===== src/verilog/ppp_pkg.sv =====
// Shared constants and types for the parallel printer port.
// Assumes a single 100 MHz clock; all host-side pins are synchronous to it.
package ppp_pkg;

  // Clock rates in MHz; the timing engines run on a tick near the reference rate.
  localparam int CLK_MHZ      = 100;
  localparam int REF_MHZ      = 24;
  localparam int TICK_CYC     = CLK_MHZ / REF_MHZ;  // Rounds down, tick is never slower.

  // Host wait states and printer strobe timing.
  localparam int HOST_WAIT_NS  = 40;
  localparam int HOST_WAIT_CYC = (HOST_WAIT_NS * CLK_MHZ + 999) / 1000;
  localparam int STROBE_NS     = 500;
  localparam int STROBE_TICKS  = (STROBE_NS * REF_MHZ + 999) / 1000;

  // FIFO geometry.
  localparam int FIFO_DEPTH = 16;
  localparam int FIFO_AW    = 4;

  // Address map: the extended bank sits this far above the base.
  localparam logic [10:0] EXT_OFFSET  = 11'h400;
  localparam logic [2:0]  OFS_DATA    = 3'h0;
  localparam logic [2:0]  OFS_STATUS  = 3'h1;
  localparam logic [2:0]  OFS_CONTROL = 3'h2;
  localparam logic [2:0]  OFS_FIFO    = 3'h0;
  localparam logic [2:0]  OFS_ECR     = 3'h2;

  // Control register fields.
  localparam int DCR_STROBE = 0;
  localparam int DCR_LFEED  = 1;
  localparam int DCR_INIT   = 2;
  localparam int DCR_SELIN  = 3;
  localparam int DCR_ACKIE  = 4;
  localparam int DCR_DIR    = 5;

  // Extended control register fields.
  localparam int ECR_MODE_LSB = 5;
  localparam int ECR_DMAEN    = 3;

  // Reset values and fixed read bits.
  localparam logic [7:0] DCR_RST     = 8'h04;
  localparam logic [7:0] ECR_RST     = 8'h00;
  localparam logic [2:0] STATUS_RSVD = 3'h7;
  localparam logic [7:0] UNMAPPED_RD = 8'hff;

  // Channel select code that selects nothing.
  localparam logic [1:0] SEL_NONE = 2'h3;

  typedef enum logic [2:0] {
    M_SPP   = 3'b000,
    M_PS2   = 3'b001,
    M_PFIFO = 3'b010,
    M_ECP   = 3'b011,
    M_EPP   = 3'b100,
    M_RSVD  = 3'b101,
    M_TEST  = 3'b110,
    M_CFG   = 3'b111
  } ppp_mode_t;

  typedef enum logic [1:0] {
    H_IDLE = 2'b00,
    H_WAIT = 2'b01,
    H_DONE = 2'b10
  } ppp_host_t;

  typedef enum logic [2:0] {
    P_IDLE   = 3'b000,
    P_LOAD   = 3'b001,
    P_SETUP  = 3'b010,
    P_STROBE = 3'b011,
    P_HOLD   = 3'b100
  } ppp_eng_t;

  // Modes whose data lines may only ever drive.
  function automatic logic mode_out_only(input logic [2:0] m);
    return (m == M_SPP) || (m == M_PFIFO);
  endfunction : mode_out_only

  // Modes in which the FIFO is in use.
  function automatic logic mode_fifo(input logic [2:0] m);
    return (m == M_PFIFO) || (m == M_ECP) || (m == M_TEST);
  endfunction : mode_fifo

  // One-hot decode of a channel select; the spare code selects nothing.
  function automatic logic [2:0] chan_onehot(input logic [1:0] sel);
    return (sel == SEL_NONE) ? 3'h0 : 3'(3'h1 << sel);
  endfunction : chan_onehot

endpackage : ppp_pkg


===== src/verilog/ppp_mem_if.sv =====
// Carrier between the port logic and its FIFO storage.
// Assumes one writer and one reader in the same clock domain.
`timescale 1ns/1ps
interface ppp_mem_if #(
  parameter int W  = 8,
  parameter int AW = 4
);
  logic          wr_en;
  logic [AW-1:0] wr_addr;
  logic [W-1:0]  wr_data;
  logic [AW-1:0] rd_addr;
  logic [W-1:0]  rd_data;

  modport ctrl (output wr_en, output wr_addr, output wr_data, output rd_addr, input rd_data);
  modport mem  (input wr_en, input wr_addr, input wr_data, input rd_addr, output rd_data);
endinterface : ppp_mem_if


===== src/verilog/ppp_mem.sv =====
// FIFO storage for the parallel printer port, with registered read data.
// Assumes the controller keeps the read address steady one cycle before use.
`timescale 1ns/1ps
module ppp_mem #(
  parameter int W     = 8,
  parameter int DEPTH = 16
) (
  input logic          clk,
  ppp_mem_if.mem       port
);
  logic [W-1:0] store [DEPTH];

  // Write on enable; read data always lags its address by one cycle.
  always_ff @(posedge clk) begin
    if (port.wr_en) begin
      store[port.wr_addr] <= port.wr_data;
    end
    port.rd_data <= store[port.rd_addr];
  end
endmodule : ppp_mem


===== src/verilog/ppp_port.sv =====
// Parallel printer port: host I/O slave, DMA requester, FIFO and printer engine.
// Assumes all inputs are synchronous to CLK except the printer-side pins.
`timescale 1ns/1ps
module ppp_port import ppp_pkg::*; #(
  parameter int DEPTH = FIFO_DEPTH,
  parameter int AW    = FIFO_AW
) (
  input  logic       CLK,
  input  logic       RST,
  input  logic       CS_N,
  input  logic       IOR_N,
  input  logic       IOW_N,
  input  logic       AEN,
  input  logic [2:0] ADDR,
  input  logic       EXTENDED_PORT_SELECT,
  input  logic [7:0] DATA_IN,
  output logic [7:0] DATA_OUT,
  output logic       DATA_OE,
  output logic       IOCHRDY,
  output logic       IOCHRDY_OE,
  input  logic [1:0] DMA_SELECT,
  input  logic [2:0] DACK_N,
  input  logic       TC,
  output logic [2:0] DRQ,
  output logic [2:0] DRQ_OE,
  input  logic [1:0] IRQ_SELECT,
  output logic [2:0] IRQ_N,
  output logic [2:0] IRQ_OE,
  input  logic [7:0] PERIPHERAL_DATA_LINES_IN,
  output logic [7:0] PERIPHERAL_DATA_LINES_OUT,
  output logic       PERIPHERAL_DATA_LINES_OE,
  output logic       PORT_DIRECTION_INDICATOR,
  output logic       STROBE_N,
  output logic       AUTO_LINE_FEED_N,
  output logic       INIT_N,
  output logic       PRINTER_SELECT_OUT_N,
  input  logic       ERROR_N,
  input  logic       SLCT,
  input  logic       BUSY,
  input  logic       ACK_N,
  input  logic       PE
);
  typedef struct packed {
    ppp_host_t     st;
    logic [2:0]    cnt;
    logic          rd;
    logic          ext;
    logic [2:0]    ofs;
    logic [7:0]    data;
    logic [7:0]    dcr;
    logic [7:0]    ecr;
    logic [7:0]    rdata;
    logic          doe;
    logic          wt;
    logic [AW-1:0] wp;
    logic [AW-1:0] rp;
    logic [AW:0]   fill;
    logic          drq;
    logic          tcd;
    logic          iow_p;
    logic          ior_p;
    logic [7:0]    wl;
  } ppp_hs_t;

  typedef struct packed {
    ppp_eng_t   st;
    logic [4:0] tcnt;
    logic [7:0] pdat;
    logic       ack_p;
  } ppp_es_t;

  typedef struct packed {
    logic [7:0] pd;
    logic       pd_oe;
    logic       dir_ind;
    logic       stb_n;
    logic       afd_n;
    logic       init_n;
    logic       sel_n;
    logic [2:0] irq_n;
    logic [2:0] irq_oe;
    logic [2:0] drq;
    logic [2:0] drq_oe;
  } ppp_ps_t;

  localparam ppp_hs_t HS_RST = '{st: H_IDLE, dcr: DCR_RST, ecr: ECR_RST, iow_p: 1'b1,
                                 ior_p: 1'b1, default: '0};
  localparam ppp_es_t ES_RST = '{st: P_IDLE, ack_p: 1'b1, default: '0};
  localparam ppp_ps_t PS_RST = '{pd_oe: 1'b1, stb_n: 1'b1, afd_n: 1'b1, init_n: DCR_RST[DCR_INIT],
                                 sel_n: 1'b1, irq_n: 3'h7, default: '0};

  ppp_hs_t     hs_reg, hs_next;
  ppp_es_t     es_reg, es_next;
  ppp_ps_t     ps_reg, ps_next;
  logic [12:0] sync1_reg, sync2_reg;
  logic [2:0]  tick_cnt_reg, tick_cnt_next;
  logic        tick_reg, tick_next;
  logic        eng_push, eng_pop, push, pop, full, empty, fwd, dack_act, host_req;
  logic [2:0]  mode;
  logic [7:0]  pd_s, rd_mux;
  logic        err_s, slct_s, busy_s, ack_s, pe_s;

  ppp_mem_if #(.W(8), .AW(AW)) mif ();

  ppp_mem #(.W(8), .DEPTH(DEPTH)) u_mem (
    .clk  (CLK),
    .port (mif)
  );

  // Two-stage synchroniser for every printer-side input; only stage two is used.
  always_ff @(posedge CLK) begin
    if (RST) begin
      sync1_reg <= 13'h1fff;
      sync2_reg <= 13'h1fff;
    end else begin
      sync1_reg <= {PERIPHERAL_DATA_LINES_IN, ERROR_N, SLCT, BUSY, ACK_N, PE};
      sync2_reg <= sync1_reg;
    end
  end
  assign {pd_s, err_s, slct_s, busy_s, ack_s, pe_s} = sync2_reg;

  // Divider giving a one-cycle tick at roughly the reference rate.
  always_comb begin
    tick_next     = (tick_cnt_reg == 3'(TICK_CYC - 1));
    tick_cnt_next = tick_next ? 3'h0 : tick_cnt_reg + 3'h1;
  end
  always_ff @(posedge CLK) begin
    if (RST) begin
      tick_cnt_reg <= 3'h0;
      tick_reg     <= 1'b0;
    end else begin
      tick_cnt_reg <= tick_cnt_next;
      tick_reg     <= tick_next;
    end
  end

  assign mode     = hs_reg.ecr[ECR_MODE_LSB +: 3];
  assign full     = (hs_reg.fill == (AW+1)'(DEPTH));
  assign empty    = (hs_reg.fill == '0);
  assign fwd      = ((mode == M_PFIFO) || (mode == M_ECP)) && !hs_reg.dcr[DCR_DIR];
  assign dack_act = AEN && (DMA_SELECT != SEL_NONE) && !DACK_N[DMA_SELECT];
  assign host_req = !CS_N && !AEN && (!IOR_N || !IOW_N);
  assign mif.rd_addr = hs_reg.rp;

  // Read multiplexer; the upper bank is picked by the extended select.
  always_comb begin
    rd_mux = UNMAPPED_RD;
    if (!hs_reg.ext) begin
      unique case (hs_reg.ofs)
        OFS_DATA:    rd_mux = (!mode_out_only(mode) && hs_reg.dcr[DCR_DIR]) ? pd_s : hs_reg.data;
        OFS_STATUS:  rd_mux = {!busy_s, ack_s, pe_s, slct_s, err_s, STATUS_RSVD};
        OFS_CONTROL: rd_mux = {2'b00, hs_reg.dcr[5:0]};
        default:     rd_mux = UNMAPPED_RD;
      endcase
    end else if (hs_reg.ofs == OFS_FIFO) begin
      rd_mux = mif.rd_data;
    end else if (hs_reg.ofs == OFS_ECR) begin
      rd_mux = {hs_reg.ecr[7:2], full, empty};
    end
  end

  // Host access, register file, DMA requester and FIFO pointers.
  always_comb begin
    hs_next       = hs_reg;
    push          = 1'b0;
    pop           = 1'b0;
    hs_next.iow_p = IOW_N;
    hs_next.ior_p = IOR_N;
    if (!IOW_N) begin
      hs_next.wl = DATA_IN;
    end
    unique case (hs_reg.st)
      H_IDLE: if (host_req) begin
        hs_next.st  = H_WAIT;
        hs_next.cnt = 3'h0;
        hs_next.rd  = !IOR_N;
        hs_next.ext = EXTENDED_PORT_SELECT;
        hs_next.ofs = ADDR;
        hs_next.wt  = 1'b1;
      end
      H_WAIT: if (hs_reg.cnt == 3'(HOST_WAIT_CYC - 1)) begin
        hs_next.st = H_DONE;
        hs_next.wt = 1'b0;
        if (hs_reg.rd) begin
          hs_next.rdata = rd_mux;
          hs_next.doe   = 1'b1;
          pop = hs_reg.ext && hs_reg.ofs == OFS_FIFO && mode_fifo(mode) && !empty
                && (hs_reg.dcr[DCR_DIR] || mode == M_TEST);
        end else if (!hs_reg.ext) begin
          if (hs_reg.ofs == OFS_DATA) begin
            hs_next.data = hs_reg.wl;
            push = (mode == M_ECP) && !full && !hs_reg.dcr[DCR_DIR];
          end
          if (hs_reg.ofs == OFS_CONTROL) begin
            hs_next.dcr = {2'b00, hs_reg.wl[5:0]};
          end
        end else if (hs_reg.ofs == OFS_FIFO) begin
          push = mode_fifo(mode) && !full && !hs_reg.dcr[DCR_DIR];
        end else if (hs_reg.ofs == OFS_ECR) begin
          hs_next.ecr = {hs_reg.wl[7:2], 2'b00};
          hs_next.tcd = 1'b0;
        end
      end else begin
        hs_next.cnt = hs_reg.cnt + 3'h1;
      end
      H_DONE: if (CS_N || (IOR_N && IOW_N)) begin
        hs_next.st  = H_IDLE;
        hs_next.doe = 1'b0;
      end
      default: hs_next.st = H_IDLE;
    endcase
    // DMA: request when the FIFO can move a byte, drop it once acknowledged.
    if (hs_reg.drq && dack_act) begin
      hs_next.drq = 1'b0;
    end else if (!hs_reg.drq && !dack_act && hs_reg.ecr[ECR_DMAEN] && !hs_reg.tcd
                 && ((mode == M_PFIFO) || (mode == M_ECP)) && DMA_SELECT != SEL_NONE
                 && (hs_reg.dcr[DCR_DIR] ? !empty : !full)) begin
      hs_next.drq = 1'b1;
    end
    if (dack_act && !hs_reg.dcr[DCR_DIR] && IOW_N && !hs_reg.iow_p && !full) begin
      push = 1'b1;
    end
    if (dack_act && hs_reg.dcr[DCR_DIR]) begin
      hs_next.doe   = !IOR_N;
      hs_next.rdata = mif.rd_data;
      pop = IOR_N && !hs_reg.ior_p && !empty;
    end
    if (dack_act && TC) begin
      hs_next.tcd = 1'b1;
    end
    // FIFO pointers; only one writer and one reader can be active per direction.
    mif.wr_en   = push || eng_push;
    mif.wr_addr = hs_reg.wp;
    mif.wr_data = eng_push ? pd_s : hs_reg.wl;
    hs_next.wp   = hs_reg.wp + AW'(mif.wr_en);
    hs_next.rp   = hs_reg.rp + AW'(pop || eng_pop);
    hs_next.fill = hs_reg.fill + (AW+1)'(mif.wr_en) - (AW+1)'(pop || eng_pop);
    if (!mode_fifo(hs_next.ecr[ECR_MODE_LSB +: 3])) begin
      hs_next.wp   = '0;
      hs_next.rp   = '0;
      hs_next.fill = '0;
    end
  end

  // Printer engine: drains the FIFO forward, captures bytes in reverse.
  always_comb begin
    es_next       = es_reg;
    eng_pop       = 1'b0;
    eng_push      = 1'b0;
    es_next.ack_p = ack_s;
    if (mode == M_ECP && hs_reg.dcr[DCR_DIR] && es_reg.ack_p && !ack_s && !full) begin
      eng_push = 1'b1;
    end
    if (tick_reg && es_reg.st != P_IDLE && es_reg.st != P_LOAD) begin
      es_next.tcnt = es_reg.tcnt + 5'h1;
    end
    unique case (es_reg.st)
      P_IDLE: if (fwd && !empty && !busy_s) begin
        es_next.st = P_LOAD;
      end
      P_LOAD: begin
        es_next.pdat = mif.rd_data;
        eng_pop      = 1'b1;
        es_next.tcnt = 5'h0;
        es_next.st   = P_SETUP;
      end
      P_SETUP, P_STROBE, P_HOLD: if (tick_reg && es_reg.tcnt == 5'(STROBE_TICKS - 1)) begin
        es_next.tcnt = 5'h0;
        es_next.st   = (es_reg.st == P_SETUP) ? P_STROBE :
                       (es_reg.st == P_STROBE) ? P_HOLD : P_IDLE;
      end
      default: es_next.st = P_IDLE;
    endcase
  end

  // Pin drivers, all registered.
  always_comb begin
    ps_next.pd_oe  = mode_out_only(mode) || !hs_reg.dcr[DCR_DIR];
    ps_next.dir_ind = !ps_next.pd_oe;
    ps_next.pd     = mode_fifo(mode) ? es_reg.pdat : hs_reg.data;
    ps_next.stb_n  = mode_fifo(mode) ? (es_reg.st != P_STROBE)
                                     : !hs_reg.dcr[DCR_STROBE];
    ps_next.afd_n  = !hs_reg.dcr[DCR_LFEED];
    ps_next.init_n = hs_reg.dcr[DCR_INIT];
    ps_next.sel_n  = !hs_reg.dcr[DCR_SELIN];
    ps_next.irq_n  = {3{!(hs_reg.dcr[DCR_ACKIE] && !ack_s)}};
    ps_next.irq_oe = chan_onehot(IRQ_SELECT);
    ps_next.drq_oe = chan_onehot(DMA_SELECT);
    ps_next.drq    = hs_reg.drq ? chan_onehot(DMA_SELECT) : 3'h0;
  end

  // All state returns to its defaults while reset is high.
  always_ff @(posedge CLK) begin
    if (RST) begin
      hs_reg <= HS_RST;
      es_reg <= ES_RST;
      ps_reg <= PS_RST;
    end else begin
      hs_reg <= hs_next;
      es_reg <= es_next;
      ps_reg <= ps_next;
    end
  end

  assign DATA_OUT                  = hs_reg.rdata;
  assign DATA_OE                   = hs_reg.doe;
  assign IOCHRDY                   = 1'b0;
  assign IOCHRDY_OE                = hs_reg.wt;
  assign DRQ                       = ps_reg.drq;
  assign DRQ_OE                    = ps_reg.drq_oe;
  assign IRQ_N                     = ps_reg.irq_n;
  assign IRQ_OE                    = ps_reg.irq_oe;
  assign PERIPHERAL_DATA_LINES_OUT = ps_reg.pd;
  assign PERIPHERAL_DATA_LINES_OE  = ps_reg.pd_oe;
  assign PORT_DIRECTION_INDICATOR  = ps_reg.dir_ind;
  assign STROBE_N                  = ps_reg.stb_n;
  assign AUTO_LINE_FEED_N          = ps_reg.afd_n;
  assign INIT_N                    = ps_reg.init_n;
  assign PRINTER_SELECT_OUT_N      = ps_reg.sel_n;

  // Checks on the host, DMA and pin behaviour.
  a_ready_wait: assert property (@(posedge CLK) disable iff (RST)
    (hs_reg.st == H_IDLE && host_req) |=> IOCHRDY_OE [*4] ##1 !IOCHRDY_OE)
    else $error("ready wait length wrong");
  a_cs_gate: assert property (@(posedge CLK) disable iff (RST)
    (hs_reg.st == H_IDLE && CS_N) |=> hs_reg.st == H_IDLE)
    else $error("access started without chip select");
  a_drq_hold: assert property (@(posedge CLK) disable iff (RST)
    (hs_reg.drq && !dack_act) |=> hs_reg.drq)
    else $error("dma request dropped before acknowledge");
  a_tc_stop: assert property (@(posedge CLK) disable iff (RST)
    (dack_act && TC) |=> !hs_reg.drq [*3])
    else $error("dma request after terminal count");
  a_reset_mode: assert property (@(posedge CLK) disable iff (RST)
    $past(RST) |-> (mode == M_SPP && PERIPHERAL_DATA_LINES_OE && !PORT_DIRECTION_INDICATOR))
    else $error("not in standard mode after reset");
  a_dir_pair: assert property (@(posedge CLK) disable iff (RST)
    PORT_DIRECTION_INDICATOR != PERIPHERAL_DATA_LINES_OE)
    else $error("direction indicator disagrees with drive");
  a_out_only: assert property (@(posedge CLK) disable iff (RST)
    (mode_out_only(mode) && $stable(mode)) |=> PERIPHERAL_DATA_LINES_OE)
    else $error("forward-only mode not driving");
  a_strobe_data: assert property (@(posedge CLK) disable iff (RST)
    (es_reg.st == P_STROBE && mode_fifo(mode)) |=> (!STROBE_N &&
      PERIPHERAL_DATA_LINES_OUT == $past(es_reg.pdat)))
    else $error("strobe without latched data");
  a_irq_route: assert property (@(posedge CLK) disable iff (RST)
    ##1 IRQ_OE == chan_onehot($past(IRQ_SELECT)) && $onehot0(IRQ_OE))
    else $error("interrupt routed to wrong channel");
  a_fifo_bound: assert property (@(posedge CLK) disable iff (RST)
    hs_reg.fill <= (AW+1)'(DEPTH))
    else $error("fifo overfilled");
endmodule : ppp_port

===== config.mk =====
export PLATFORM = sky130hd
export DESIGN_NAME = ppp_port
export DESIGN_NICKNAME = d
export VERILOG_FILES = /design/src/verilog/ppp_pkg.sv /design/src/verilog/ppp_mem_if.sv /design/src/verilog/ppp_mem.sv /design/src/verilog/ppp_port.sv
export SDC_FILE = /design/constraint.sdc
export NUM_CORES = 1
export LEC_CHECK = 0
export BUFFER_PORTS_ARGS = -buffer_cell sky130_fd_sc_hd__buf_2
export CAP_MARGIN = 20
export CORE_ASPECT_RATIO = 0.75
export CORE_MARGIN = 5
export CORE_UTILIZATION = 54
export DETAILED_ROUTE_END_ITERATION = 8
export HOLD_SLACK_MARGIN = 0.06
export PLACE_DENSITY = 0.79
export SLEW_MARGIN = 20
export SYNTH_ARGS = -nofsm -noshare
export SYNTH_HDL_FRONTEND = slang
export SYNTH_HIERARCHICAL = 1
export SYNTH_SLANG_ARGS = --single-unit

===== constraint.sdc =====
create_clock -name CLK -period 6.5 [get_ports CLK]
set_input_delay 1.95 -clock CLK [delete_from_list [all_inputs] [get_ports CLK]]
set_output_delay 1.95 -clock CLK [all_outputs]
set_load 0.005 [all_outputs]

# ---- Word-level counts from Yosys, hierarchy flattened
# Memory sizes are Yosys's and may differ from the RTL's. A register that Yosys moved wholly into a read port is not among the register bits.
# Cells that the tools add are included.
dict set report classes {
  order_cmp 1
  mux 59
  shift 2
  reduce_logical 104
  n_bitwise 5
  n_eq_ne 34
  addsub 7
}
# op count
set ops {}
lappend ops {{$mux 8} 11}
lappend ops {{$logic_and 1x1->1} 40}
lappend ops {{$eq 3x2->1 const B} 9}
lappend ops {{$mux 1} 27}
lappend ops {{$pmux 8 s3} 1}
lappend ops {{$logic_not 1->1} 21}
lappend ops {{$mux 18} 1}
lappend ops {{$mux 9} 2}
lappend ops {{$mux 16} 1}
lappend ops {{$reduce_bool 2->1} 8}
lappend ops {{$mux 3} 5}
lappend ops {{$ne 2x2->1 const B} 7}
lappend ops {{$reduce_and 3->1} 4}
lappend ops {{$reduce_and 6->1} 2}
lappend ops {{$logic_or 1x1->1} 11}
lappend ops {{$mux 10} 1}
lappend ops {{$pmux 5 s2} 1}
lappend ops {{$reduce_and 5->1} 2}
lappend ops {{$reduce_or 2->1} 5}
lappend ops {{$eq 3x3->1 const B} 3}
lappend ops {{$logic_not 3->1} 3}
lappend ops {{$ne 3x3->1 const B} 3}
lappend ops {{$pmux 3 s3} 1}
lappend ops {{$add 4x1->4} 2}
lappend ops {{27 further kinds} 41}
dict set report totals {
  mem_count 1
  reg_bits 136
  out_inout_bits 37
  in_bits 39
  word_cells 252
  ramBits 128
}
# memory depth word_bits rd rd_clocked_by_memory_dff wr line_no
set memory_table {}
lappend memory_table {u_mem.store 16 8 1 1 1 ppp_mem.sv:11} ;# logic [W-1:0] store [DEPTH];

# ---- Longest topological paths before layout
dict set report depth {
  word_depth 15
  ltp_mapped 15
  ltp_nobuf 15
}

# ---- Hierarchy
# The synthesis kept the hierarchy.
# module seq_area_each_um2 area_each_um2 cells_per_inst instances
set modules_own_cells {}
lappend modules_own_cells {ppp_port 2722.6 5788.1 621 1}
lappend modules_own_cells {ppp_mem 4003.8 5147.4 229 1}

# ---- Worst setup path before layout
# Ideal clock, no wire load.
dict set report synth_path {
  path_type {input to register}
  from {in DMA_SELECT[1]}
  to {reg hs_reg[16] (netlist bit)}
  arrival_time_ns 4.243
  required_time_ns 6.371
  cell_stages 13
  setup_ns 0.129
  slack_ns 2.128
  path_buffers 1
  path_cell_list {nor3b_1 > a22oi_2 > buf_2 > a211o_1 > ha_1 > inv_1 > ha_1 > inv_1 > fa_1 > nor2b_1 > o21bai_1 > a21oi_1 > nor3b_1}
}
dict set report synth_between {
  elab_chain_len 12
  elab_cells_between_ends 17
  cone_classes {2 x add/sub; 1 x eq/ne; 4 x mux; 10 x reduce/logical}
}
# element line_no
set synth_lines {}
lappend synth_lines {{from (decl)} ppp_port.sv:21} ;# input logic [1:0] DMA_SELECT,
lappend synth_lines {{$bmux 1 s2} ppp_port.sv:141} ;# assign dack_act = AEN && (DMA_SELECT != SEL_NONE) && !DACK_N[DMA_SELECT];
lappend synth_lines {{$mux 1 (not written as such)} ppp_port.sv:141}
lappend synth_lines {{$logic_not 1->1} ppp_port.sv:141}
lappend synth_lines {{$logic_and 1x1->1 *} ppp_port.sv:141}
lappend synth_lines {{$logic_and 1x1->1 (4 in a row)} ppp_port.sv:220} ;# if (dack_act && !hs_reg.dcr[DCR_DIR] && IOW_N && !hs_reg.iow_p && !full) begin
lappend synth_lines {{$mux 1} ppp_port.sv:220}
lappend synth_lines {{$logic_or 1x1->1} ppp_port.sv:232} ;# mif.wr_en = push || eng_push;
lappend synth_lines {{$add 5x1->5} ppp_port.sv:237} ;# hs_next.fill = hs_reg.fill + (AW+1)'(mif.wr_en) - (AW+1)'(pop || eng_pop);
lappend synth_lines {{$sub 5x1->5 *} ppp_port.sv:237}
lappend synth_lines {{to (signal assigned)} ppp_port.sv:299} ;# hs_reg <= hs_next;
lappend synth_lines {{to (decl)} ppp_port.sv:92} ;# ppp_hs_t hs_reg, hs_next;
# Mark *: on every way between the ends. The rest lies on a longest branch, timed or not. The select of a mux whose other input is x is not followed.
# A chain may end at the register's enable or synchronous reset.

# ---- Worst setup path after layout
dict set report layout_path {
  from {in AEN}
  to {reg hs_reg[16] (netlist bit)}
}
dict set report layout_between {
  elab_chain_len 10
  elab_cells_between_ends 13
  cone_classes {2 x add/sub; 2 x mux; 9 x reduce/logical}
}
# element line_no
set layout_lines {}
lappend layout_lines {{from (decl)} ppp_port.sv:13} ;# input logic AEN,
lappend layout_lines {{$logic_and 1x1->1 * (2 in a row)} ppp_port.sv:141}
lappend layout_lines {{$logic_and 1x1->1 (4 in a row)} ppp_port.sv:220}
lappend layout_lines {{$mux 1} ppp_port.sv:220}
lappend layout_lines {{$logic_or 1x1->1} ppp_port.sv:232}
lappend layout_lines {{$add 5x1->5} ppp_port.sv:237}
lappend layout_lines {{$sub 5x1->5 *} ppp_port.sv:237}
# Mark *: on every way between the ends. The rest lies on a longest branch, timed or not.

==> results.ini <==
[status]
status = finished clean

[worst_setup_path]
worstSetupPathType = in -> reg
worstPathArrival_ns = 4.79
timing.rr.start = hs_reg[59]
r2r_slack_ns = 2.78
ff2ff_path_depth = 13
crit_path_top_delay_cell = a22oi_2
crit_path_max_incr_delay_ns = 0.63
worstReg2RegEnd = hs_reg[16]
startpoint_type = input port
path_cells = buf_2 -> and2_1 -> a22oi_2 -> nor4b_1 -> a211o_1 -> ha_1 -> inv_1 -> ha_1 -> inv_1 -> fa_1 -> nor2b_1 -> o21bai_1 -> a21oi_1 -> nor3b_1
crit_path_end_kind = register
crit_fanout = 17
crit_required_ns = 6.87

[detailed_routing]
wl_met2_mm = 10.20
drc = 0
dr_total_vias = 6922
highest_layer = met4
routed_wl_mm = 24.10
dr.first_iter.drc_count = 975
ant_nets = 0
wl_per_cell_um = 20.51
wl_met3_mm = 2.536
dr.pass1.iters = 6
drt-met1-wl_mm = 10.87
vias_per_cell = 5.891

[sta]
hold_viol_final = 0
max_slew_margin_pct = 35.63
fin_skew_ns = 0.01247
worstMarginPinSlew_ns = 0.9521
finalSetupViolations = 0
maxSlewViolCount = 0
fmax_mhz = 225.9
fin_setup_tns_ns = 0
finalCriticalPeriod_ns = 4.427
period_share_pct = 68.11
rsz0062_at_grt = no

[finish]
layout_commonest_cell = dfxtp_1
final_cell_mix = dfxtp_1 (143), edfxtp_1 (128), nor2_1 (77)
final_layout_size_suffix_gt1_share_pct = 21.37
n_fill_cell = 1506
largest_reg_flops = 128
final_nets = 954
multi_input_area_mm2 = 0.003806
regArea_mm2 = 0.006730
n_antenna_cell = 0
area_growth_pct = 11.51

[floorplanning]
rows = 45
die_w_um = 174.3
core_mm2 = 0.02010
initial_core_util_pct = 54.40
io_pins = 76
dieHeight_um = 133.2
dieArea_mm2 = 0.02323

[power]
leakagePower_uw = 0.004389
worst_ir_drop_vdd_uv = 177.0
p_total_uw = 3377
power_density_mw_per_mm2 = 277.0

[clocking]
path_clk_slew_ns = 0.06
cts_buffers = 26
cts.htree.levels = 1
ctsResizeCount = 0
hold_buffers = 0
cts_buffer_depth = 3
clkSinkCount = 272
cts_tree = yes
post_cts_buffers = 0
worstSkewPairLatency_ns = 0.52
cts_root_buf = clkbuf_16

[placement]
portBuffers = 74
post-dp-hpwl_mm = 16.10
place.gp.congestion = 0.9171

[min_path]
min_to = sync2_reg[1]
hp-class = reg -> reg
hold_depth = 1
holdCritStartpoint = sync1_reg[1]

[logic_synthesis]
synth-seq-cells = 272
avgSynthCellArea_um2 = 12.87
yosys-top-cells-area = edfxtp_1 (35%), dfxtp_1 (26%), mux2i_1 (3.8%), mux4_2 (3.7%), mux4_1 (3.4%)
seq_area_frac_synth_pct = 61.51
synth_top_area_share_pct = 35.15
synth_top_flop_cell = dfxtp_1
syn_area_mm2 = 0.01094
synthCells = 850
synth_top_cell_by_area = edfxtp_1
synth_edf_count = 128
yosysUniqueCellTypes = 66
ys_warn_count = 6
async_reset_ff_share_pct = 0
postSynthNetCount = 905

[global_routing]
grt_max_degree = 63
grt_pass1_vias = 6419
groute.usage.overall_pct = 20.16
grt_pass1_wl_mm = 37.03
grt_overflow = 0
antenna_found_initial = 0

[run]
maxCapViolations = 0

## per-stage QoR
stage	cell area, µm²	std cells	utilization [%]	hold slack, ns	worst slack [ns]
6_report	12190	1175	60.67	0.4070	2.073
5_1_grt	12190	1175	60.67	0.4267	1.870
4_1_cts	12170	1175	60.54	0.4084	2.002
3_5_place_dp	11340	1129	56.42	0.3923	1.485
3_3_place_gp	11340	1129	56.42	0.3937	1.636
2_1_floorplan	10940	850	-	0.3710	2.128
## where the power goes
group | switching, µW | leakage, µW | internal [µW] | total [µW]
Sequential | 16.7 | 0.00233 | 1810 | 1830
Clock | 599 | 0.000410 | 850 | 1450
Combinational | 63.2 | 0.00165 | 38.6 | 102
Total | 679 | 0.00439 | 2700 | 3380
## worst max-delay path: cells and delay by family
kind	cells	cell delay, ns
buf+inv	3	0.25
fa+ha+maj	3	0.83
simple gates	4	0.54
compound gates	4	1.22
## layout make-up
cell class / instances / share of cell area, %
clock inverter: 7 / 0.5130
clock buffer: 39 / 6.269
timing repair buffer: 80 / 3.427
multi-input combinational: 495 / 31.21
sequential: 272 / 55.19
tap: 258 / 2.647
inverter: 24 / 0.7388
## layer usage
metal,track usage [%],vias to the layer above
met1,31.61,3330
li1,-,3198
met5,0,-
met4,4.352,0
met2,29.00,352
met3,4.284,42
## logic make-up (layout without fill, tap and decap cells)
| group | after synthesis | after routing | synth area share [%] |
|---|---|---|---|
| AO/OA/AOI/OAI | 111 | 111 | 6.819 |
| XOR/XNOR | 11 | 11 | 0.8810 |
| flip-flops | 272 | 272 | 61.51 |
| buffers and inverters | 83 | 150 | 3.902 |
| adder cells (fa/ha/maj) | 16 | 16 | 1.899 |
| multiplexers | 84 | 84 | 11.96 |
| AND/OR/NAND/NOR | 272 | 272 | 13.00 |
| other | 1 | 1 | 0.03429 |
## cell usage after synthesis, types with 11 or more instances
cell and number:
nand3_1 15, a22oi_1 16, mux4_2 18, dfxtp_1 144, or2_2 33, nand2_1 59, buf_4 14, mux2_2 11
a21oi_1 37, edfxtp_1 128, nor2_1 77, mux4_1 14, mux2i_1 41, inv_1 24, ha_1 15, clkbuf_1 24
nor3_1 20
## worst max-delay path by stage
| stage | startpoint | end | slack, ns | cells after the start |
|---|---|---|---|---|
| 2_1_floorplan | DMA_SELECT[1] | hs_reg[16] | 2.13 | 13 |
| 3_3_place_gp | AEN | hs_reg[16] | 1.64 | 14 |
| 3_5_place_dp | DMA_SELECT[1] | u_mem/store[0][3] | 1.48 | 7 |
| 4_1_cts | DMA_SELECT[1] | u_mem/store[0][3] | 2.00 | 7 |
| 5_1_grt | AEN | hs_reg[16] | 1.87 | 14 |
| 6_report | AEN | hs_reg[16] | 2.07 | 14 |
(Power assumes the default switching activity.)
